<file path="src/snt_pkg.sv">
package snt_pkg;

    // Field and counter widths
    localparam int FW = 5;
    localparam int GW = 2;
    localparam int DW = 2;
    localparam int NW = 4;
    localparam int TW = 16;

    // System clock 20 ns; functional timing base is twice that, so one
    // system cycle is the half functional cycle used by the extra delays
    localparam int SYS_CLOCK_PERIOD_NS = 20;
    localparam int FUNC_CLOCK_PERIOD_NS = 40;
    localparam logic [TW-1:0] SYS_PER_FUNC =
        TW'(FUNC_CLOCK_PERIOD_NS / SYS_CLOCK_PERIOD_NS);

    localparam int FIFO_DEPTH = 32;
    localparam int REQ_W = 1 + NW;

    // Divider encodings
    localparam logic [DW-1:0] DIV_BY_1 = 2'h0;
    localparam logic [DW-1:0] DIV_BY_2 = 2'h1;
    localparam logic [DW-1:0] DIV_BY_3 = 2'h2;

    localparam int MOD3_BIAS = 3 * (2 ** FW);
    localparam logic [TW-1:0] T_ZERO = 16'h0000;
    localparam logic [TW-1:0] T_ONE = 16'h0001;

    typedef enum logic [1:0] {
        ST_IDLE = 2'b00,
        ST_RUN = 2'b01,
        ST_DONE = 2'b10
    } snt_state_t;

    // Field times (granularity + 1), in functional cycles
    function automatic logic [TW-1:0] scale(input logic [TW-1:0] f,
                                           input logic [GW-1:0] g);
        scale = TW'(f * (TW'(g) + T_ONE));
    endfunction : scale

    // Functional cycles to system cycles
    function automatic logic [TW-1:0] to_sys(input logic [TW-1:0] f);
        to_sys = TW'(f * SYS_PER_FUNC);
    endfunction : to_sys

    // Whole functional cycles that align a strobe to the divided clock
    function automatic logic [TW-1:0] align_extra(
        input logic [DW-1:0] div,
        input logic [FW-1:0] point,
        input logic [FW-1:0] start);
        int d;
        d = int'(point) - int'(start) + MOD3_BIAS;
        align_extra = T_ZERO;
        if (div == DIV_BY_2) begin
            align_extra = TW'(point[0] ^ start[0]);
        end else if (div == DIV_BY_3) begin
            align_extra = TW'(d % 3);
        end
    endfunction : align_extra

endpackage : snt_pkg

</file>
<file path="src/snt_fifo.sv">
`timescale 1ns/100ps
module snt_fifo #(
    parameter int WIDTH = 5,
    parameter int DEPTH = 32
) (
    // Clock and reset
    input wire logic clk_sys,
    input wire logic rst,
    // Fill side
    input wire logic in_valid,
    output logic in_ready,
    input wire logic [WIDTH-1:0] in_data,
    // Drain side
    output logic out_valid,
    input wire logic out_ready,
    output logic [WIDTH-1:0] out_data
);
    localparam int AW = $clog2(DEPTH);
    localparam logic [AW:0] CNT_FULL = (AW+1)'(DEPTH);
    localparam logic [AW-1:0] PTR_LAST = AW'(DEPTH - 1);

    logic [WIDTH-1:0] mem [DEPTH];
    logic [AW-1:0] wr_ptr_reg, wr_ptr_next, rd_ptr_reg, rd_ptr_next;
    logic [AW:0] cnt_reg, cnt_next;
    logic full_reg, full_next, empty_reg, empty_next;
    logic push, pop;

    always_comb begin
        push = in_valid && !full_reg;
        pop = out_ready && !empty_reg;
        wr_ptr_next = wr_ptr_reg;
        rd_ptr_next = rd_ptr_reg;
        if (push) begin
            wr_ptr_next = (wr_ptr_reg == PTR_LAST) ? '0 : wr_ptr_reg + 1'b1;
        end
        if (pop) begin
            rd_ptr_next = (rd_ptr_reg == PTR_LAST) ? '0 : rd_ptr_reg + 1'b1;
        end
        cnt_next = cnt_reg;
        if (push && !pop) begin
            cnt_next = cnt_reg + 1'b1;
        end else if (pop && !push) begin
            cnt_next = cnt_reg - 1'b1;
        end
        full_next = (cnt_next == CNT_FULL);
        empty_next = (cnt_next == '0);
    end

    always_ff @(posedge clk_sys) begin
        if (rst) begin
            wr_ptr_reg <= '0;
            rd_ptr_reg <= '0;
            cnt_reg <= '0;
            full_reg <= 1'b0;
            empty_reg <= 1'b1;
        end else begin
            wr_ptr_reg <= wr_ptr_next;
            rd_ptr_reg <= rd_ptr_next;
            cnt_reg <= cnt_next;
            full_reg <= full_next;
            empty_reg <= empty_next;
        end
    end

    // Storage needs no reset; empty flag masks stale words
    always_ff @(posedge clk_sys) begin
        if (push) begin
            mem[wr_ptr_reg] <= in_data;
        end
    end

    assign in_ready = !full_reg;
    assign out_valid = !empty_reg;
    assign out_data = mem[rd_ptr_reg];

endmodule : snt_fifo

</file>
<file path="src/snt_strobe_timing.sv">
`timescale 1ns/100ps
// Function
// - Single read: chip select low (read release - assert point) scaled.
// - Burst read stretches chip select by (n-1) page intervals, scaled.
// - Burst write chip select low (write release - assert + burst) scaled.
// - First bus clock edge clock_start_delay cycles after address valid.
// - Single read byte enables low read_cycle_length scaled cycles.
// - Burst read releases byte enables and latch after final data edge.
// - Burst write releases byte enables and latch after final edge.
// - Burst write releases chip select relative to final data edge.
// - Divider 0: chip select delayed by half-cycle extra delay only.
// - Divider 1: one more cycle before chip select unless parity matches.
// - Divider 2: zero to two more cycles by difference modulo three.
// - Divider 1: one more cycle before address latch unless parity matches.
// - Single access: address latch low (release point - assert point) scaled cycles.
// - Bus clock rate follows the clock divide ratio setting.
module snt_strobe_timing (
    // Clock and reset
    input wire logic clk_sys,
    input wire logic rst,
    // Access requests
    input wire logic req_valid,
    output logic req_ready,
    input wire logic req_write,
    input wire logic [snt_pkg::NW-1:0] req_burst_len,
    // Timing configuration
    input wire logic [snt_pkg::FW-1:0] cs_assert_point,
    input wire logic [snt_pkg::FW-1:0] cs_read_release,
    input wire logic [snt_pkg::FW-1:0] cs_write_release,
    input wire logic [snt_pkg::GW-1:0] granularity_factor,
    input wire logic [snt_pkg::FW-1:0] burst_page_interval,
    input wire logic [snt_pkg::FW-1:0] clock_start_delay,
    input wire logic [snt_pkg::FW-1:0] read_cycle_length,
    input wire logic [snt_pkg::FW-1:0] write_cycle_length,
    input wire logic [snt_pkg::FW-1:0] data_valid_cycles,
    input wire logic [snt_pkg::DW-1:0] clock_divide_ratio,
    input wire logic cs_half_cycle_delay,
    input wire logic [snt_pkg::FW-1:0] addr_latch_assert_point,
    input wire logic addr_latch_half_cycle_delay,
    input wire logic [snt_pkg::FW-1:0] addr_latch_release_point,
    input wire logic [snt_pkg::FW-1:0] addr_latch_wr_release,
    // Memory strobes
    output logic bus_clk,
    output logic cs_n,
    output logic addr_latch_n,
    output logic lo_byte_en_cmd_latch,
    output logic hi_byte_en_n,
    // Status
    output logic busy,
    output logic access_done
);
    localparam int TW = snt_pkg::TW;
    localparam int FW = snt_pkg::FW;

    logic fifo_ready, fifo_valid, pop;
    logic [snt_pkg::REQ_W-1:0] fifo_data;

    snt_fifo #(
        .WIDTH(snt_pkg::REQ_W),
        .DEPTH(snt_pkg::FIFO_DEPTH)
    ) u_req_fifo (
        .clk_sys(clk_sys),
        .rst(rst),
        .in_valid(req_valid),
        .in_ready(fifo_ready),
        .in_data({req_write, req_burst_len}),
        .out_valid(fifo_valid),
        .out_ready(pop),
        .out_data(fifo_data)
    );
    assign req_ready = fifo_ready;

    // Configuration snapshot, held for the whole access
    snt_pkg::snt_state_t state_reg, state_next;
    logic wr_reg, wr_next;
    logic [snt_pkg::NW-1:0] n_reg, n_next;
    logic [FW-1:0] c_cs_on, c_cs_rd, c_cs_wr, c_burst, c_clk, c_rd, c_wr;
    logic [FW-1:0] c_acc, c_adv_on, c_adv_rd, c_adv_wr;
    logic [snt_pkg::GW-1:0] c_g;
    logic [snt_pkg::DW-1:0] c_div;
    logic c_cs_half, c_adv_half;

    assign pop = fifo_valid && (state_reg == snt_pkg::ST_IDLE);

    always_ff @(posedge clk_sys) begin
        if (rst) begin
            {c_cs_on, c_cs_rd, c_cs_wr, c_burst, c_clk} <= '0;
            {c_rd, c_wr, c_acc, c_adv_on, c_adv_rd, c_adv_wr} <= '0;
            c_g <= '0;
            c_div <= '0;
            c_cs_half <= 1'b0;
            c_adv_half <= 1'b0;
        end else if (pop) begin
            c_cs_on <= cs_assert_point;
            c_cs_rd <= cs_read_release;
            c_cs_wr <= cs_write_release;
            c_burst <= burst_page_interval;
            c_clk <= clock_start_delay;
            c_rd <= read_cycle_length;
            c_wr <= write_cycle_length;
            c_acc <= data_valid_cycles;
            c_adv_on <= addr_latch_assert_point;
            c_adv_rd <= addr_latch_release_point;
            c_adv_wr <= addr_latch_wr_release;
            c_g <= granularity_factor;
            c_div <= clock_divide_ratio;
            c_cs_half <= cs_half_cycle_delay;
            c_adv_half <= addr_latch_half_cycle_delay;
        end
    end

    // Event times in system cycles from address valid
    logic [TW-1:0] nm1, fe, cyc, cs_rel, adv_rel, x_cs, x_adv, h_cs, h_adv;
    logic [TW-1:0] cs_on_t, cs_off_t, adv_on_t, adv_off_t, be_off_t;
    logic [TW-1:0] clk_on_t, end_t, clk_hi, clk_last;
    logic burst;

    always_comb begin
        nm1 = (n_reg == '0) ? snt_pkg::T_ZERO : TW'(n_reg) - snt_pkg::T_ONE;
        burst = (nm1 != snt_pkg::T_ZERO);
        cyc = wr_reg ? TW'(c_wr) : TW'(c_rd);
        cs_rel = wr_reg ? TW'(c_cs_wr) : TW'(c_cs_rd);
        adv_rel = wr_reg ? TW'(c_adv_wr) : TW'(c_adv_rd);
        // Final data edge; chip select and byte enable releases count from it, address latch release only in a burst
        fe = snt_pkg::scale(TW'(TW'(c_acc) + TW'(nm1 * TW'(c_burst))), c_g);
        x_cs = snt_pkg::align_extra(c_div, c_cs_on, c_clk);
        x_adv = snt_pkg::align_extra(c_div, c_adv_on, c_clk);
        h_cs = TW'(c_cs_half);
        h_adv = TW'(c_adv_half);
        cs_on_t = TW'(snt_pkg::to_sys(TW'(snt_pkg::scale(TW'(c_cs_on), c_g)
                  + x_cs)) + h_cs);
        // Same shift on both edges keeps the width exact
        cs_off_t = TW'(snt_pkg::to_sys(TW'(fe + snt_pkg::scale(
                   TW'(cs_rel - TW'(c_acc)), c_g) + x_cs)) + h_cs);
        be_off_t = snt_pkg::to_sys(TW'(fe + snt_pkg::scale(
                   TW'(cyc - TW'(c_acc)), c_g)));
        adv_on_t = TW'(snt_pkg::to_sys(TW'(snt_pkg::scale(TW'(c_adv_on), c_g)
                   + x_adv)) + h_adv);
        if (burst) begin
            adv_off_t = TW'(snt_pkg::to_sys(TW'(fe + snt_pkg::scale(
                        TW'(cyc - TW'(c_acc)), c_g) + x_adv)) + h_adv);
        end else begin
            adv_off_t = TW'(snt_pkg::to_sys(TW'(snt_pkg::scale(adv_rel, c_g)
                        + x_adv)) + h_adv);
        end
        clk_on_t = snt_pkg::to_sys(TW'(c_clk));
        clk_hi = TW'(TW'(c_div) + snt_pkg::T_ONE);
        clk_last = TW'(snt_pkg::to_sys(clk_hi) - snt_pkg::T_ONE);
        end_t = cs_off_t;
        if (adv_off_t > end_t) begin
            end_t = adv_off_t;
        end
        if (be_off_t > end_t) begin
            end_t = be_off_t;
        end
    end

    // Sequencer and strobes
    logic [TW-1:0] t_reg, t_next, ph_reg, ph_next;
    logic clk_next, cs_n_next, adv_n_next, be_n_next, busy_next, done_next;

    always_comb begin
        state_next = state_reg;
        wr_next = wr_reg;
        n_next = n_reg;
        t_next = t_reg;
        ph_next = snt_pkg::T_ZERO;
        clk_next = 1'b0;
        cs_n_next = 1'b1;
        adv_n_next = 1'b1;
        be_n_next = 1'b1;
        busy_next = 1'b0;
        done_next = 1'b0;
        unique case (state_reg)
            snt_pkg::ST_IDLE: begin
                t_next = snt_pkg::T_ZERO;
                if (pop) begin
                    wr_next = fifo_data[snt_pkg::REQ_W-1];
                    n_next = fifo_data[snt_pkg::NW-1:0];
                    state_next = snt_pkg::ST_RUN;
                end
            end
            snt_pkg::ST_RUN: begin
                busy_next = 1'b1;
                cs_n_next = !(t_reg >= cs_on_t && t_reg < cs_off_t);
                adv_n_next = !(t_reg >= adv_on_t && t_reg < adv_off_t);
                be_n_next = !(t_reg < be_off_t);
                // Phase restarts at the first edge, aligned to clk_sys
                if (t_reg >= clk_on_t && ph_reg != clk_last) begin
                    ph_next = TW'(ph_reg + snt_pkg::T_ONE);
                end
                clk_next = (t_reg >= clk_on_t) && (t_reg < end_t)
                           && (ph_reg < clk_hi);
                t_next = TW'(t_reg + snt_pkg::T_ONE);
                if (t_reg >= end_t) begin
                    state_next = snt_pkg::ST_DONE;
                end
            end
            snt_pkg::ST_DONE: begin
                done_next = 1'b1;
                state_next = snt_pkg::ST_IDLE;
            end
            default: begin
                state_next = snt_pkg::ST_IDLE;
            end
        endcase
    end

    always_ff @(posedge clk_sys) begin
        if (rst) begin
            state_reg <= snt_pkg::ST_IDLE;
            wr_reg <= 1'b0;
            n_reg <= '0;
            t_reg <= '0;
            ph_reg <= '0;
            bus_clk <= 1'b0;
            cs_n <= 1'b1;
            addr_latch_n <= 1'b1;
            lo_byte_en_cmd_latch <= 1'b1;
            hi_byte_en_n <= 1'b1;
            busy <= 1'b0;
            access_done <= 1'b0;
        end else begin
            state_reg <= state_next;
            wr_reg <= wr_next;
            n_reg <= n_next;
            t_reg <= t_next;
            ph_reg <= ph_next;
            bus_clk <= clk_next;
            cs_n <= cs_n_next;
            addr_latch_n <= adv_n_next;
            lo_byte_en_cmd_latch <= be_n_next;
            hi_byte_en_n <= be_n_next;
            busy <= busy_next;
            access_done <= done_next;
        end
    end

    // Low-time counters and bus clock high-time counter, read only by the checks below
    logic [TW-1:0] cs_lo, be_lo, adv_lo, ck_hi_cnt;
    always_ff @(posedge clk_sys) begin
        if (rst) begin
            cs_lo <= '0;
            be_lo <= '0;
            adv_lo <= '0;
            ck_hi_cnt <= '0;
        end else begin
            cs_lo <= cs_n ? snt_pkg::T_ZERO : TW'(cs_lo + snt_pkg::T_ONE);
            be_lo <= lo_byte_en_cmd_latch ? snt_pkg::T_ZERO
                     : TW'(be_lo + snt_pkg::T_ONE);
            adv_lo <= addr_latch_n ? snt_pkg::T_ZERO
                      : TW'(adv_lo + snt_pkg::T_ONE);
            ck_hi_cnt <= bus_clk ? TW'(ck_hi_cnt + snt_pkg::T_ONE)
                         : snt_pkg::T_ZERO;
        end
    end
endmodule : snt_strobe_timing

</file>
<file path="config.mk">
export PLATFORM = sky130hd
export DESIGN_NAME = snt_strobe_timing
export DESIGN_NICKNAME = d
export VERILOG_FILES = /design/src/snt_pkg.sv /design/src/snt_fifo.sv /design/src/snt_strobe_timing.sv
export SDC_FILE = /design/constraint.sdc
export NUM_CORES = 1
export LEC_CHECK = 0
export ABC_AREA = 1
export BUFFER_PORTS_ARGS = -buffer_cell sky130_fd_sc_hd__buf_2
export CORE_MARGIN = 3
export CORE_UTILIZATION = 60
export DETAILED_ROUTE_END_ITERATION = 12
export PLACE_DENSITY = 0.81
export SLEW_MARGIN = 20
export SYNTH_ARGS = -nofsm -noshare
export SYNTH_HDL_FRONTEND = slang
export SYNTH_SLANG_ARGS = --single-unit
export TNS_END_PERCENT = 1
</file>
<file path="constraint.sdc">
create_clock -name clk_sys -period 18.15 [get_ports clk_sys]
set_clock_uncertainty 0.2 [all_clocks]
set_input_delay 0.9075 -clock clk_sys [delete_from_list [all_inputs] [get_ports clk_sys]]
set_output_delay 0.9075 -clock clk_sys [all_outputs]
set_load 0.05 [all_outputs]
</file>
## After elaboration in Yosys (flattened, before gate mapping)

Memories as Yosys holds them, arrays and structs flattened. A register that Yosys moved wholly into a read port is not among the register bits.
Index checks and enable logic that the tools add are counted.

- Register bits after elaboration: 119
- RAM bits: 160
- Bits of input ports: 69
- Output and inout port bits: 8
- Logic and storage cells: 142
- Memories kept: 1

- Add/sub/neg operators: 29
- $mul: 7
- Divide/modulo/power cells: 2
- $lt $le $gt $ge: 11
- Eq/ne operators: 10
- Muxes and demuxes: 23
- Bitwise gates (word level): 4
- Reduce and logical (&&, ||, !) cells: 26

Memory list:

| memory | depth | bits a word | read ports | clocked after Yosys merged registers in | write ports | line | RTL |
|---|---|---|---|---|---|---|---|
| u_req_fifo.mem | 32 | 5 | 1 | 1 | 1 | snt_fifo.sv:22 | `logic [WIDTH-1:0] mem [DEPTH];` |

Operators with widths:

| kind | count |
|---|---|
| $add A15 B15 Y15 | 6 |
| $add A16 B1 Y16 | 5 |
| $lt A16 B16 Y1 | 4 |
| $mod A32 B3 Y32 const B | 2 |
| $mux W16 | 4 |
| $mux W15 | 4 |
| $ge A16 B16 Y1 | 3 |
| $add A16 B1 Y16 const B | 2 |
| $gt A16 B16 Y1 | 2 |
| $pmux W16 S2 | 1 |
| $mux W5 | 5 |
| $mul A5 B3 Y8 | 3 |
| $sub A5 B5 Y6 | 4 |
| $mul A6 B4 Y10 | 2 |
| $add A6 B8 Y9 const B | 2 |
| $add A5 B16 Y16 | 1 |
| $ge A16 B6 Y1 | 1 |
| $lt A16 B3 Y1 | 1 |
| $mul A16 B3 Y15 | 1 |
| $mul A16 B5 Y16 | 1 |
| $ne A16 B16 Y1 | 1 |
| $reduce_bool A16 Y1 | 1 |
| $add A8 B15 Y15 | 1 |
| $mux W6 | 2 |
| other kinds (25) | 53 |

## Longest topological paths before layout

Gate-level depths: netlist (run 1).

- Word-level depth: 16
- Gate-level depth with buffers: 90
- Mapped depth without buffers: 89

## Cells and area by module

Synthesis (run 1) repeated with hierarchy kept, for this count alone.

- Cell total of the unflattened synthesis: 3309
- Area total of the unflattened synthesis: 25520.7 um^2

Modules (own cells, without submodules):

| module | times used | cells each | area an instance (um^2) |
|---|---|---|---|
| snt_strobe_timing | 1 | 2583 | 17757.0 |
| snt_fifo | 1 | 726 | 7763.7 |

## Worst setup path after synthesis (run 1)

OpenSTA, ideal clock, no wires.

- Path type: reg2reg
- Start point: register n_reg[0] (netlist name)
- End point: register state_reg[1]
- Arrival time: 11493 ps
- Required time: 17893 ps
- Slack: 6400 ps
- Cell stages (with the launch flop): 72
- Buffers on the path: 2
- Path through: dfxtp_1 nor2_1 inv_1 nor2_1 inv_1 a21oi_1 nand2_1 fa_1 fa_1 fa_1 inv_1 ha_1 nand3_1 and2_1 xor2_1 inv_1 nand2_1 fa_1 (+36 left out) ha_1 nand2_1 inv_1 a221oi_1 o221ai_1 nand2_1 o2111ai_2 dlygate4sd3_1 nand3_1 nand2_1 ha_1 nand4_1 nor3_1 nand2_1 o211ai_1 a21oi_1 or3_1 inv_1

- Word-level cells in the longest chain between the ends: 16

RTL lines:

| element | line | RTL |
|---|---|---|
| from (decl) | snt_strobe_timing.sv:76 | `logic [snt_pkg::NW-1:0] n_reg, n_next;` |
| from (signal assigned) | snt_strobe_timing.sv:226 | `n_reg <= n_next;` |
| $sub A4 B1 Y5 / $logic_not A4 Y1 (equally long branches) | snt_strobe_timing.sv:119 | `nm1 = (n_reg == '0) ? snt_pkg::T_ZERO : TW'(n_reg) - snt_pkg::T_ONE;` |
| $mux W16 (*) | snt_strobe_timing.sv:119 |  |
| $mul A16 B5 Y16 | snt_strobe_timing.sv:125 | `fe = snt_pkg::scale(TW'(TW'(c_acc) + TW'(nm1 * TW'(c_burst))), c_g);` |
| $add A5 B16 Y16 | snt_strobe_timing.sv:125 |  |
| $mul A16 B3 Y15 | snt_pkg.sv:38 | `scale = TW'(f * (TW'(g) + T_ONE));` |
| $add A15 B15 Y15 | snt_strobe_timing.sv:135, snt_strobe_timing.sv:140 |  |
| $add A15 B15 Y15 | snt_strobe_timing.sv:141 | `TW'(cyc - TW'(c_acc)), c_g) + x_adv)) + h_adv);` |
| $add A16 B1 Y16 | snt_strobe_timing.sv:141 |  |
| $mux W16 | snt_strobe_timing.sv:139 | `if (burst) begin` |
| $gt A16 B16 Y1 | snt_strobe_timing.sv:150 | `if (adv_off_t > end_t) begin` |
| $mux W16 | snt_strobe_timing.sv:150 |  |
| $gt A16 B16 Y1 | snt_strobe_timing.sv:153 | `if (be_off_t > end_t) begin` |
| $mux W16 (*) | snt_strobe_timing.sv:153 |  |
| $ge A16 B16 Y1 (*) | snt_strobe_timing.sv:195 | `if (t_reg >= end_t) begin` |
| $ne A2 B2 Y1 (no line) (*) | - |  |
| $reduce_and A2 Y1 (no line) (*) | - |  |
| to (signal assigned) | snt_strobe_timing.sv:211 | `state_reg <= snt_pkg::ST_IDLE;` |
| to (signal assigned) | snt_strobe_timing.sv:224 | `state_reg <= state_next;` |
| to (decl) | snt_strobe_timing.sv:74 | `snt_pkg::snt_state_t state_reg, state_next;` |

Every way passes the cells marked *; elsewhere a longest branch is shown, timed or not.
A chain may end at the register's enable or synchronous reset.

## Worst setup path after layout (run 1)

- Start point: register n_reg[0] (netlist name)
- End point: register bus_clk

- Word-level cells in the longest chain between the ends: 16

RTL lines:

| element | line | RTL |
|---|---|---|
| $sub A4 B1 Y5 / $logic_not A4 Y1 (equally long branches) | snt_strobe_timing.sv:119 |  |
| $mux W16 (*) | snt_strobe_timing.sv:119 |  |
| $mul A16 B5 Y16 | snt_strobe_timing.sv:125 |  |
| $add A5 B16 Y16 | snt_strobe_timing.sv:125 |  |
| $mul A16 B3 Y15 | snt_pkg.sv:38 |  |
| $add A15 B15 Y15 | snt_strobe_timing.sv:135, snt_strobe_timing.sv:140 |  |
| $add A15 B15 Y15 | snt_strobe_timing.sv:141 |  |
| $add A16 B1 Y16 | snt_strobe_timing.sv:141 |  |
| $mux W16 | snt_strobe_timing.sv:139 |  |
| $gt A16 B16 Y1 | snt_strobe_timing.sv:150 |  |
| $mux W16 | snt_strobe_timing.sv:150 |  |
| $gt A16 B16 Y1 | snt_strobe_timing.sv:153 |  |
| $mux W16 (*) | snt_strobe_timing.sv:153 |  |
| $lt A16 B16 Y1 (*) | snt_strobe_timing.sv:192 | `clk_next = (t_reg >= clk_on_t) && (t_reg < end_t)` |
| $logic_and A1 B1 Y1 (*) | snt_strobe_timing.sv:192 |  |
| $logic_and A1 B1 Y1 (*) | snt_strobe_timing.sv:193 | `&& (ph_reg < clk_hi);` |
| to (signal assigned) | snt_strobe_timing.sv:229 | `bus_clk <= clk_next;` |
| to (decl) | snt_strobe_timing.sv:43 | `output logic bus_clk,` |

Marked as above.

==> flow_metrics.tcl, run 1 <==
set metrics [dict create \
    cts_resized 0 \
    dp_hpwl_um 53760 \
    largest_reg_flops 160 \
    worstSetupEndpointType "flip-flop" \
    fmax_ghz 0.07342 \
    rsz0062_at_grt "false" \
    fillers 3418 \
    relSlewSlack_pct 43.75 \
    synthArstFlopShare_pct 0 \
    required_ns 18.41 \
    critPathLaunchType "flip-flop" \
    drt_iter0_drc 1769 \
    clock_sinks 284 \
    tightest_slew_ns 0.8428 \
    final_area_um2 26930 \
    synth_cells 3212 \
    ys_ff_latch 284 \
    initial_utilization_pct 61.11 \
    row_count 74 \
    slowest_delay_ns 0.56 \
    setup_slack_ns 4.530 \
    grt_max_degree 84 \
    vias 22110 \
    drc 0 \
    status "finished clean" \
    hold_viol_final 0 \
    clockBufferDepth 3 \
    cts_buffers 31 \
    placed_area_um2 25940 \
    holdBufCountCts 0 \
    clk_pin_slew_worst_paths_ns 0.06 \
    grt_first_pass_wirelength_um 112000 \
    synth_edf_count 160 \
    cp_max_fo 26 \
    fp.dieW_um 210.4 \
    setup_violations 0 \
    core_area_um2 41020 \
    hold_class "reg -> reg" \
    path_common_cell "inv_1" \
    final.min_clock_period_ns 13.62 \
    grt.total_usage_pct 31.51 \
    antenna_cells 0 \
    grt_pass1_vias 21790 \
    rrSetupSlack_ns 4.53 \
    ant_nets 0 \
    root_buffer "clkbuf_16" \
    stdcell_count 3822 \
    arrival_ns 13.87 \
    clkLatencyLatePin_ns 0.61 \
    slowest_stage "fa_1" \
    drive_above_1_share_pct 7.872 \
    synth_ff_type "edfxtp_1" \
    min_period_over_period_pct 75.04 \
    ys_seq_area_share_pct 29.07 \
    fin_nets 3735 \
    max_cap_viol_count 0 \
    drv_slew 0 \
    dpl_worst_slack_ns 4.643 \
    post_cts.repair.setup_buffers 0 \
    ios 77 \
    ys_warn_count 0 \
    fp.dieH_um 210.4 \
    place_inst 3764 \
    area_growth_pct 7.433 \
    dieArea_um2 44260 \
    crit_type "reg -> reg" \
    synth_cell_type_count 67 \
    place_congestion 1.003 \
    h-tree-depth 1 \
    wl_um 69740 \
    cts_tree "yes" \
    grt.overflow.total 0 \
    finalSetupTns_ns 0 \
    io_buffers 76 \
    wl_per_cell_um 18.25 \
    vias_per_cell 5.785 \
    antenna_found_initial 0 \
    syn_avg_cell_area_um2 7.803 \
    synth_area_um2 25060 \
    dr.pass1.iters 6 \
]
## synth_stat cells, types with 7 or more instances
master | count | share of area, %
inv_2 | 16 | 0.24
ha_1 | 314 | 16
nor2_2 | 11 | 0.27
nor4_1 | 11 | 0.27
nand2_4 | 9 | 0.40
nor2_1 | 381 | 5.7
xnor2_1 | 37 | 1.3
clkbuf_1 | 70 | 1.0
o21a_1 | 13 | 0.39
a21oi_1 | 213 | 4.3
o21ai_1 | 23 | 0.46
o21ai_0 | 254 | 5.1
o221ai_1 | 13 | 0.45
xor2_1 | 85 | 3.0
o211ai_1 | 19 | 0.57
edfxtp_1 | 160 | 19
or2_2 | 9 | 0.22
a21o_1 | 7 | 0.21
inv_1 | 517 | 7.7
a211oi_1 | 10 | 0.30
o21bai_1 | 22 | 0.66
nand3_1 | 108 | 2.2
nand2_1 | 477 | 7.1
nor3_1 | 39 | 0.78
dfxtp_1 | 124 | 9.9
nand4_1 | 26 | 0.65
nand3_2 | 11 | 0.44
nand3b_1 | 7 | 0.21
o22ai_1 | 31 | 0.77
fa_1 | 87 | 6.9
nand2_2 | 30 | 0.75
## critical path, delay by kind of cell, from the launching register on
family,cells,cell delay (ns)
compound gates,16,3.48
xor+xnor,5,1.32
fa+ha+maj,11,4.22
buf+inv,12,0.96
flops,1,0.33
simple gates,22,2.89
## cell type report
cell class	count	area [um2]	share of cell area, %
clock inverters	21	191.4	0.7109
flip-flops and latches	284	7288	27.07
clock buffers	37	798.3	2.965
inverters	535	2009	7.462
multi-input cells	2319	15460	57.41
well taps	532	665.6	2.472
repair buffers	94	515.5	1.914
## worst paths after layout
kind                                            start                    to  cells past startpoint
worst max-delay path            n_reg[0]$_SDFFE_PP0P_    bus_clk$_SDFF_PP0_                     66
worst min-delay path             c_rd[3]$_SDFFE_PP0P_  c_rd[3]$_SDFFE_PP0P_                      2
worst max register to register  n_reg[0]$_SDFFE_PP0P_    bus_clk$_SDFF_PP0_                     66
worst min register to register   c_rd[3]$_SDFFE_PP0P_  c_rd[3]$_SDFFE_PP0P_                      2
## layout by cell type (no fill, tap or decap), types with 13 or more instances in the layout
cell type,netlist,layout
a21oi_1,213,213
xor2_1,85,85
inv_1,517,515
nand3_1,108,108
edfxtp_1,160,160
nor2_1,381,380
nand2_1,477,477
nand4_1,26,26
fa_1,87,87
ha_1,314,314
o21ai_0,254,254
o22ai_1,31,31
buf_4,6,18
o211ai_1,19,19
buf_2,0,76
o21ai_1,23,23
dfxtp_1,124,123
nand2_2,30,30
o221ai_1,13,13
xnor2_1,37,37
o21a_1,13,13
nor3_1,39,39
clkbuf_16,0,31
o21bai_1,22,22
inv_2,16,17
## stage by stage
step                util (%)  hold slack (ns)
floorplan                  -           0.2229
global placement       63.24           0.2339
detailed placement     63.24           0.2396
CTS                    65.65           0.2488
global route           65.65           0.2678
finish                 65.65           0.2500
## per-layer routing
metal / GRT usage (%) / part of all wire [%]
met1: 42.16 / 42
met2: 52.96 / 46
met3: 3.840 / 7.5
met4: 11.66 / 4.1
met5: 0 / 0
## logic make-up after synthesis
group                    count (synthesis)  synth area share [%]
other                                    2               0.02996
AO/OA/AOI/OAI                          635                 14.21
AND/OR/NAND/NOR                       1146                 20.14
buffers and inverters                  618                 9.445
adder cells (fa/ha/maj)                401                 22.62
multiplexers                             2               0.07988
flip-flops                             284                 29.07
XOR/XNOR                               124                 4.393
Power of run 1 is left out: the tool's default activity adds up to more than one toggle a clock period on the data nets, which glitch-free logic cannot reach.
==> run 2: changes to the inputs <==
clock period = 13.9 ns   (was 18.15 ns; I/O delays follow)
==> flow_metrics.tcl, run 2 (synthesis gave the netlist of run 1 again) <==
set metrics [dict create \
    status "finished clean" \
    grt.overflow.total 0 \
    drv_slew 0 \
    core_area_um2 41020 \
    slowest_delay_ns 0.54 \
    final_area_um2 27310 \
    critPathLaunchType "flip-flop" \
    layout_commonest_cell "inv_1" \
    clkLatencyLatePin_ns 0.61 \
    slowest_stage "fa_1" \
    critPathBufInv 15 \
    h-tree-depth 1 \
    path_common_cell "inv_1" \
    worstSetupEndpointType "flip-flop" \
    drc 0 \
    area_growth_pct 8.980 \
    drt_iter0_drc 1897 \
    drive_above_1_share_pct 9.234 \
    grt_first_pass_wirelength_um 111500 \
    arrival_ns 13.29 \
    multi_input_area_um2 15660 \
    hold_viol_final 0 \
    dieArea_um2 44260 \
    required_ns 14.22 \
    final_cell_mix "inv_1, nand2_1, nor2_1" \
    ios 77 \
    cts_tree "yes" \
    place_congestion 0.9748 \
    crit_family "adder cells" \
    dpl_worst_slack_ns 0.3336 \
    ant_nets 0 \
    antenna_found_initial 0 \
    hold_class "in -> reg" \
    grt.total_usage_pct 31.34 \
    final.min_clock_period_ns 12.97 \
    tightest_slew_ns 0.8868 \
    fp.dieH_um 210.4 \
    clockBufferDepth 3 \
    fin_util_pct 66.59 \
    cts_buffers 30 \
    max_cap_viol_count 0 \
    regArea_um2 7288 \
    row_count 74 \
    min_period_over_period_pct 93.33 \
    fin_nets 3749 \
    wl_per_cell_um 18.37 \
    initial_utilization_pct 61.11 \
    grt_max_degree 86 \
    setup_slack_ns 0.9272 \
    relSlewSlack_pct 40.82 \
    root_buffer "clkbuf_16" \
    clk_pin_slew_worst_paths_ns 0.07 \
    dp_hpwl_um 53950 \
    clock_sinks 284 \
    vias_per_cell 5.813 \
    whs_ns 0.1038 \
    crit_type "reg -> reg" \
    dr.pass1.iters 5 \
    antenna_cells 0 \
    fillers 3400 \
    fp.dieW_um 210.4 \
    vias 22290 \
    cp_max_fo 13 \
    io_buffers 76 \
    wl_um 70460 \
    fmax_ghz 0.07708 \
    placed_area_um2 25940 \
    largest_reg_flops 160 \
    setup_violations 0 \
    grt_pass1_vias 21730 \
]
-- run 2: changes by cell type in the layout (fill, tap and decap cells not counted), moves of 6 or more --
cell / previous run / this run
buf_4: 18 / 29
clkbuf_8: 0 / 6
xor2_1: 85 / 79
xor2_2: 1 / 7
-- run 2: timing repair --
action / in CTS / in global routing
resized for setup: 0 / 38
setup buffers: 0 / 13
hold buffers: 0 / 0
setup endpoints to repair: 0 / 3
-- run 2: worst reg2reg max path: cells and delay by family (launching register included) --
kind	cells	cell delay [ns]
flops	1	0.35
xor+xnor	5	0.94
simple gates	25	3.70
buf+inv	15	1.49
compound gates	12	1.96
fa+ha+maj	11	4.24
-- run 2: layer usage --
layer	global-route usage (%)	vias to the layer above	part of all wire [%]
met1	42.04	10490	42
met2	52.36	903	46
met4	11.71	0	4.2
met5	0	-	0
li1	-	10730	-
met3	4.004	180	7.9
-- run 2: through the flow --
stage	TNS, ns	std cells
final	0	3835
after global routing	-0.02844	3835
after CTS	0	3821
after detailed placement	0	3765
after global placement	0	3765
after floorplan	0	3221
-- run 2: final cells by class --
type	instances	area share (%)
clock buffer	40	3.339
clock inverter	16	0.4947
inverter	535	7.370
multi-input combinational	2320	57.32
sequential	284	26.68
tap	532	2.437
timing repair buffer	108	2.354
-- run 2: final timing paths --
kind / start / endpoint / slack, ns / depth (start not counted)
setup / recovery: n_reg[0]$_SDFFE_PP0P_ / state_reg[1]$_SDFFE_PP0P_ / 0.93 / 68
hold / removal: cs_write_release[3] / c_cs_wr[3]$_SDFFE_PP0P_ / 0.10 / 3
setup reg to reg: n_reg[0]$_SDFFE_PP0P_ / state_reg[1]$_SDFFE_PP0P_ / 0.93 / 68
hold reg to reg: c_rd[3]$_SDFFE_PP0P_ / c_rd[3]$_SDFFE_PP0P_ / 0.25 / 2
Power of run 2 is left out for the same reason.
==> run 3: changes to the inputs <==
CORE_ASPECT_RATIO = 0.75   (was unset)
GPL_TIMING_DRIVEN = 0   (was unset)
==> flow_metrics.tcl, run 3 (synthesis gave the netlist of run 1 again) <==
set metrics [dict create \
    reg2reg_to "bus_clk$_SDFF_PP0_" \
    clock_sinks 284 \
    hold_depth 3 \
    dieArea_um2 44290 \
    ff2ff_path_depth 68 \
    holdPathEnd "c_wr[3]$_SDFFE_PP0P_" \
    final_cell_mix "inv_1, nand2_1, nor2_1" \
    antenna_found_initial 1 \
    fp.dieW_um 242.0 \
    cts_buffers 29 \
    slowest_stage "fa_1" \
    whs_ns 0.1650 \
    wl_um 76690 \
    relSlewSlack_pct 36.16 \
    final.min_clock_period_ns 13.19 \
    core_area_um2 41000 \
    highest_layer "met5" \
    fp.dieH_um 183 \
    required_ns 14.15 \
    setup_slack_ns 0.7090 \
    layout_commonest_cell "inv_1" \
    ant_nets 0 \
    min_from "write_cycle_length[3]" \
    dpl_worst_slack_ns -0.5958 \
    grt_pass1_vias 22390 \
    fmax_ghz 0.07581 \
    row_count 64 \
    placed_area_um2 26190 \
    drive_above_1_share_pct 8.566 \
    h-tree-depth 1 \
    clockBufferDepth 3 \
    clk_pin_slew_worst_paths_ns 0.07 \
    dr_wl_met2_um 32370 \
    grt.total_usage_pct 33.79 \
    area_growth_pct 9.749 \
    io_buffers 76 \
    wl_met3_um 8962 \
    grt_max_degree 33 \
    tightest_slew_ns 0.9577 \
    slowest_delay_ns 0.55 \
    r2r_start "n_reg[0]$_SDFFE_PP0P_" \
    vias 23000 \
    hold_viol_final 0 \
    worstSetupEndpointType "flip-flop" \
    grt_first_pass_wirelength_um 117600 \
    holdBufCountCts 0 \
    cp_max_fo 10 \
    largest_reg_flops 160 \
    hold_class "in -> reg" \
    root_buffer "clkbuf_16" \
    min_period_over_period_pct 94.90 \
    drc 0 \
    cts_tree "yes" \
    status "finished clean" \
    drt_iter0_drc 2292 \
    final_area_um2 27510 \
    place_congestion 1.063 \
    crit_type "reg -> reg" \
    fin_nets 3809 \
    rrSetupSlack_ns 0.71 \
    wl_met1_um 33430 \
    drv_slew 0 \
    ios 77 \
    setup_violations 0 \
    wl_per_cell_um 19.53 \
    clkLatencyLatePin_ns 0.57 \
    fillers 3430 \
    dp_hpwl_um 61390 \
    arrival_ns 13.44 \
    initial_utilization_pct 61.13 \
    critPathLaunchType "flip-flop" \
    vias_per_cell 5.859 \
    grt.overflow.total 0 \
    max_cap_viol_count 0 \
    dr.pass1.iters 6 \
]
-- run 3: changes by cell type in the layout (fill, tap and decap cells not counted), moves of 4 or more --
cell	change
clkbuf_1	+71
buf_4	-12
bufinv_16	+6
clkbuf_8	-6
buf_1	+4
clkbuf_16	-4
-- run 3: layer usage --
| layer | GRT usage [%] | vias up |
|---|---|---|
| li1 | - | 10860 |
| met4 | 8.842 | 2 |
| met5 | 0 | - |
| met3 | 9.661 | 136 |
| met1 | 46.81 | 10980 |
| met2 | 52.35 | 1032 |
-- run 3: worst max-delay path: cells and delay by family, from the launching register on --
family | cells | cell delay, ns
flip-flops | 1 | 0.43
AO/OA/AOI/OAI | 15 | 2.82
AND/OR/NAND/NOR | 25 | 2.74
XOR/XNOR | 5 | 1.28
buffers and inverters | 12 | 1.37
adder cells (fa/ha/maj) | 11 | 4.24
-- run 3: area by class of cell --
cell class / count / area, um2 / share of cell area, %
multi-input combinational: 2320 / 15650 / 56.88
sequential: 284 / 7291 / 26.50
inverter: 535 / 2012 / 7.314
clock buffer: 31 / 733.2 / 2.665
tap: 561 / 701.9 / 2.552
timing repair buffer: 87 / 462.9 / 1.683
buffer: 82 / 349.1 / 1.269
clock inverter: 23 / 302.8 / 1.101
antenna: 3 / 7.507 / 0.02729
-- run 3: worst max path at each step --
stage | depth (start not counted) | end | startpoint | slack [ns]
finish | 68 | bus_clk$_SDFF_PP0_ | n_reg[0]$_SDFFE_PP0P_ | 0.71
global route | 73 | state_reg[1]$_SDFFE_PP0P_ | n_reg[0]$_SDFFE_PP0P_ | -0.07
CTS | 82 | state_reg[1]$_SDFFE_PP0P_ | c_clk[2]$_SDFFE_PP0P_ | 0.15
detailed placement | 82 | state_reg[1]$_SDFFE_PP0P_ | c_clk[0]$_SDFFE_PP0P_ | -0.60
global placement | 82 | state_reg[1]$_SDFFE_PP0P_ | c_clk[0]$_SDFFE_PP0P_ | -0.22
floorplan | 71 | state_reg[1]$_SDFFE_PP0P_ | n_reg[0]$_SDFFE_PP0P_ | 2.15
-- run 3: through the flow --
stage / std cells / setup TNS [ns] / util, %
after floorplan: 3221 / 0 / -
after global placement: 3858 / -0.2992 / 63.86
after detailed placement: 3858 / -1.298 / 63.87
after CTS: 3912 / 0 / 66.39
after global routing: 3923 / -0.1380 / 67.07
final: 3926 / 0 / 67.09
-- run 3: what timing repair did --
action	CTS	global route
setup buffers	1	10
gates resized for setup	0	44
gates cloned	0	1
pin swaps	0	12
setup endpoints to repair	3	3
Power of run 3 is left out for the same reason.
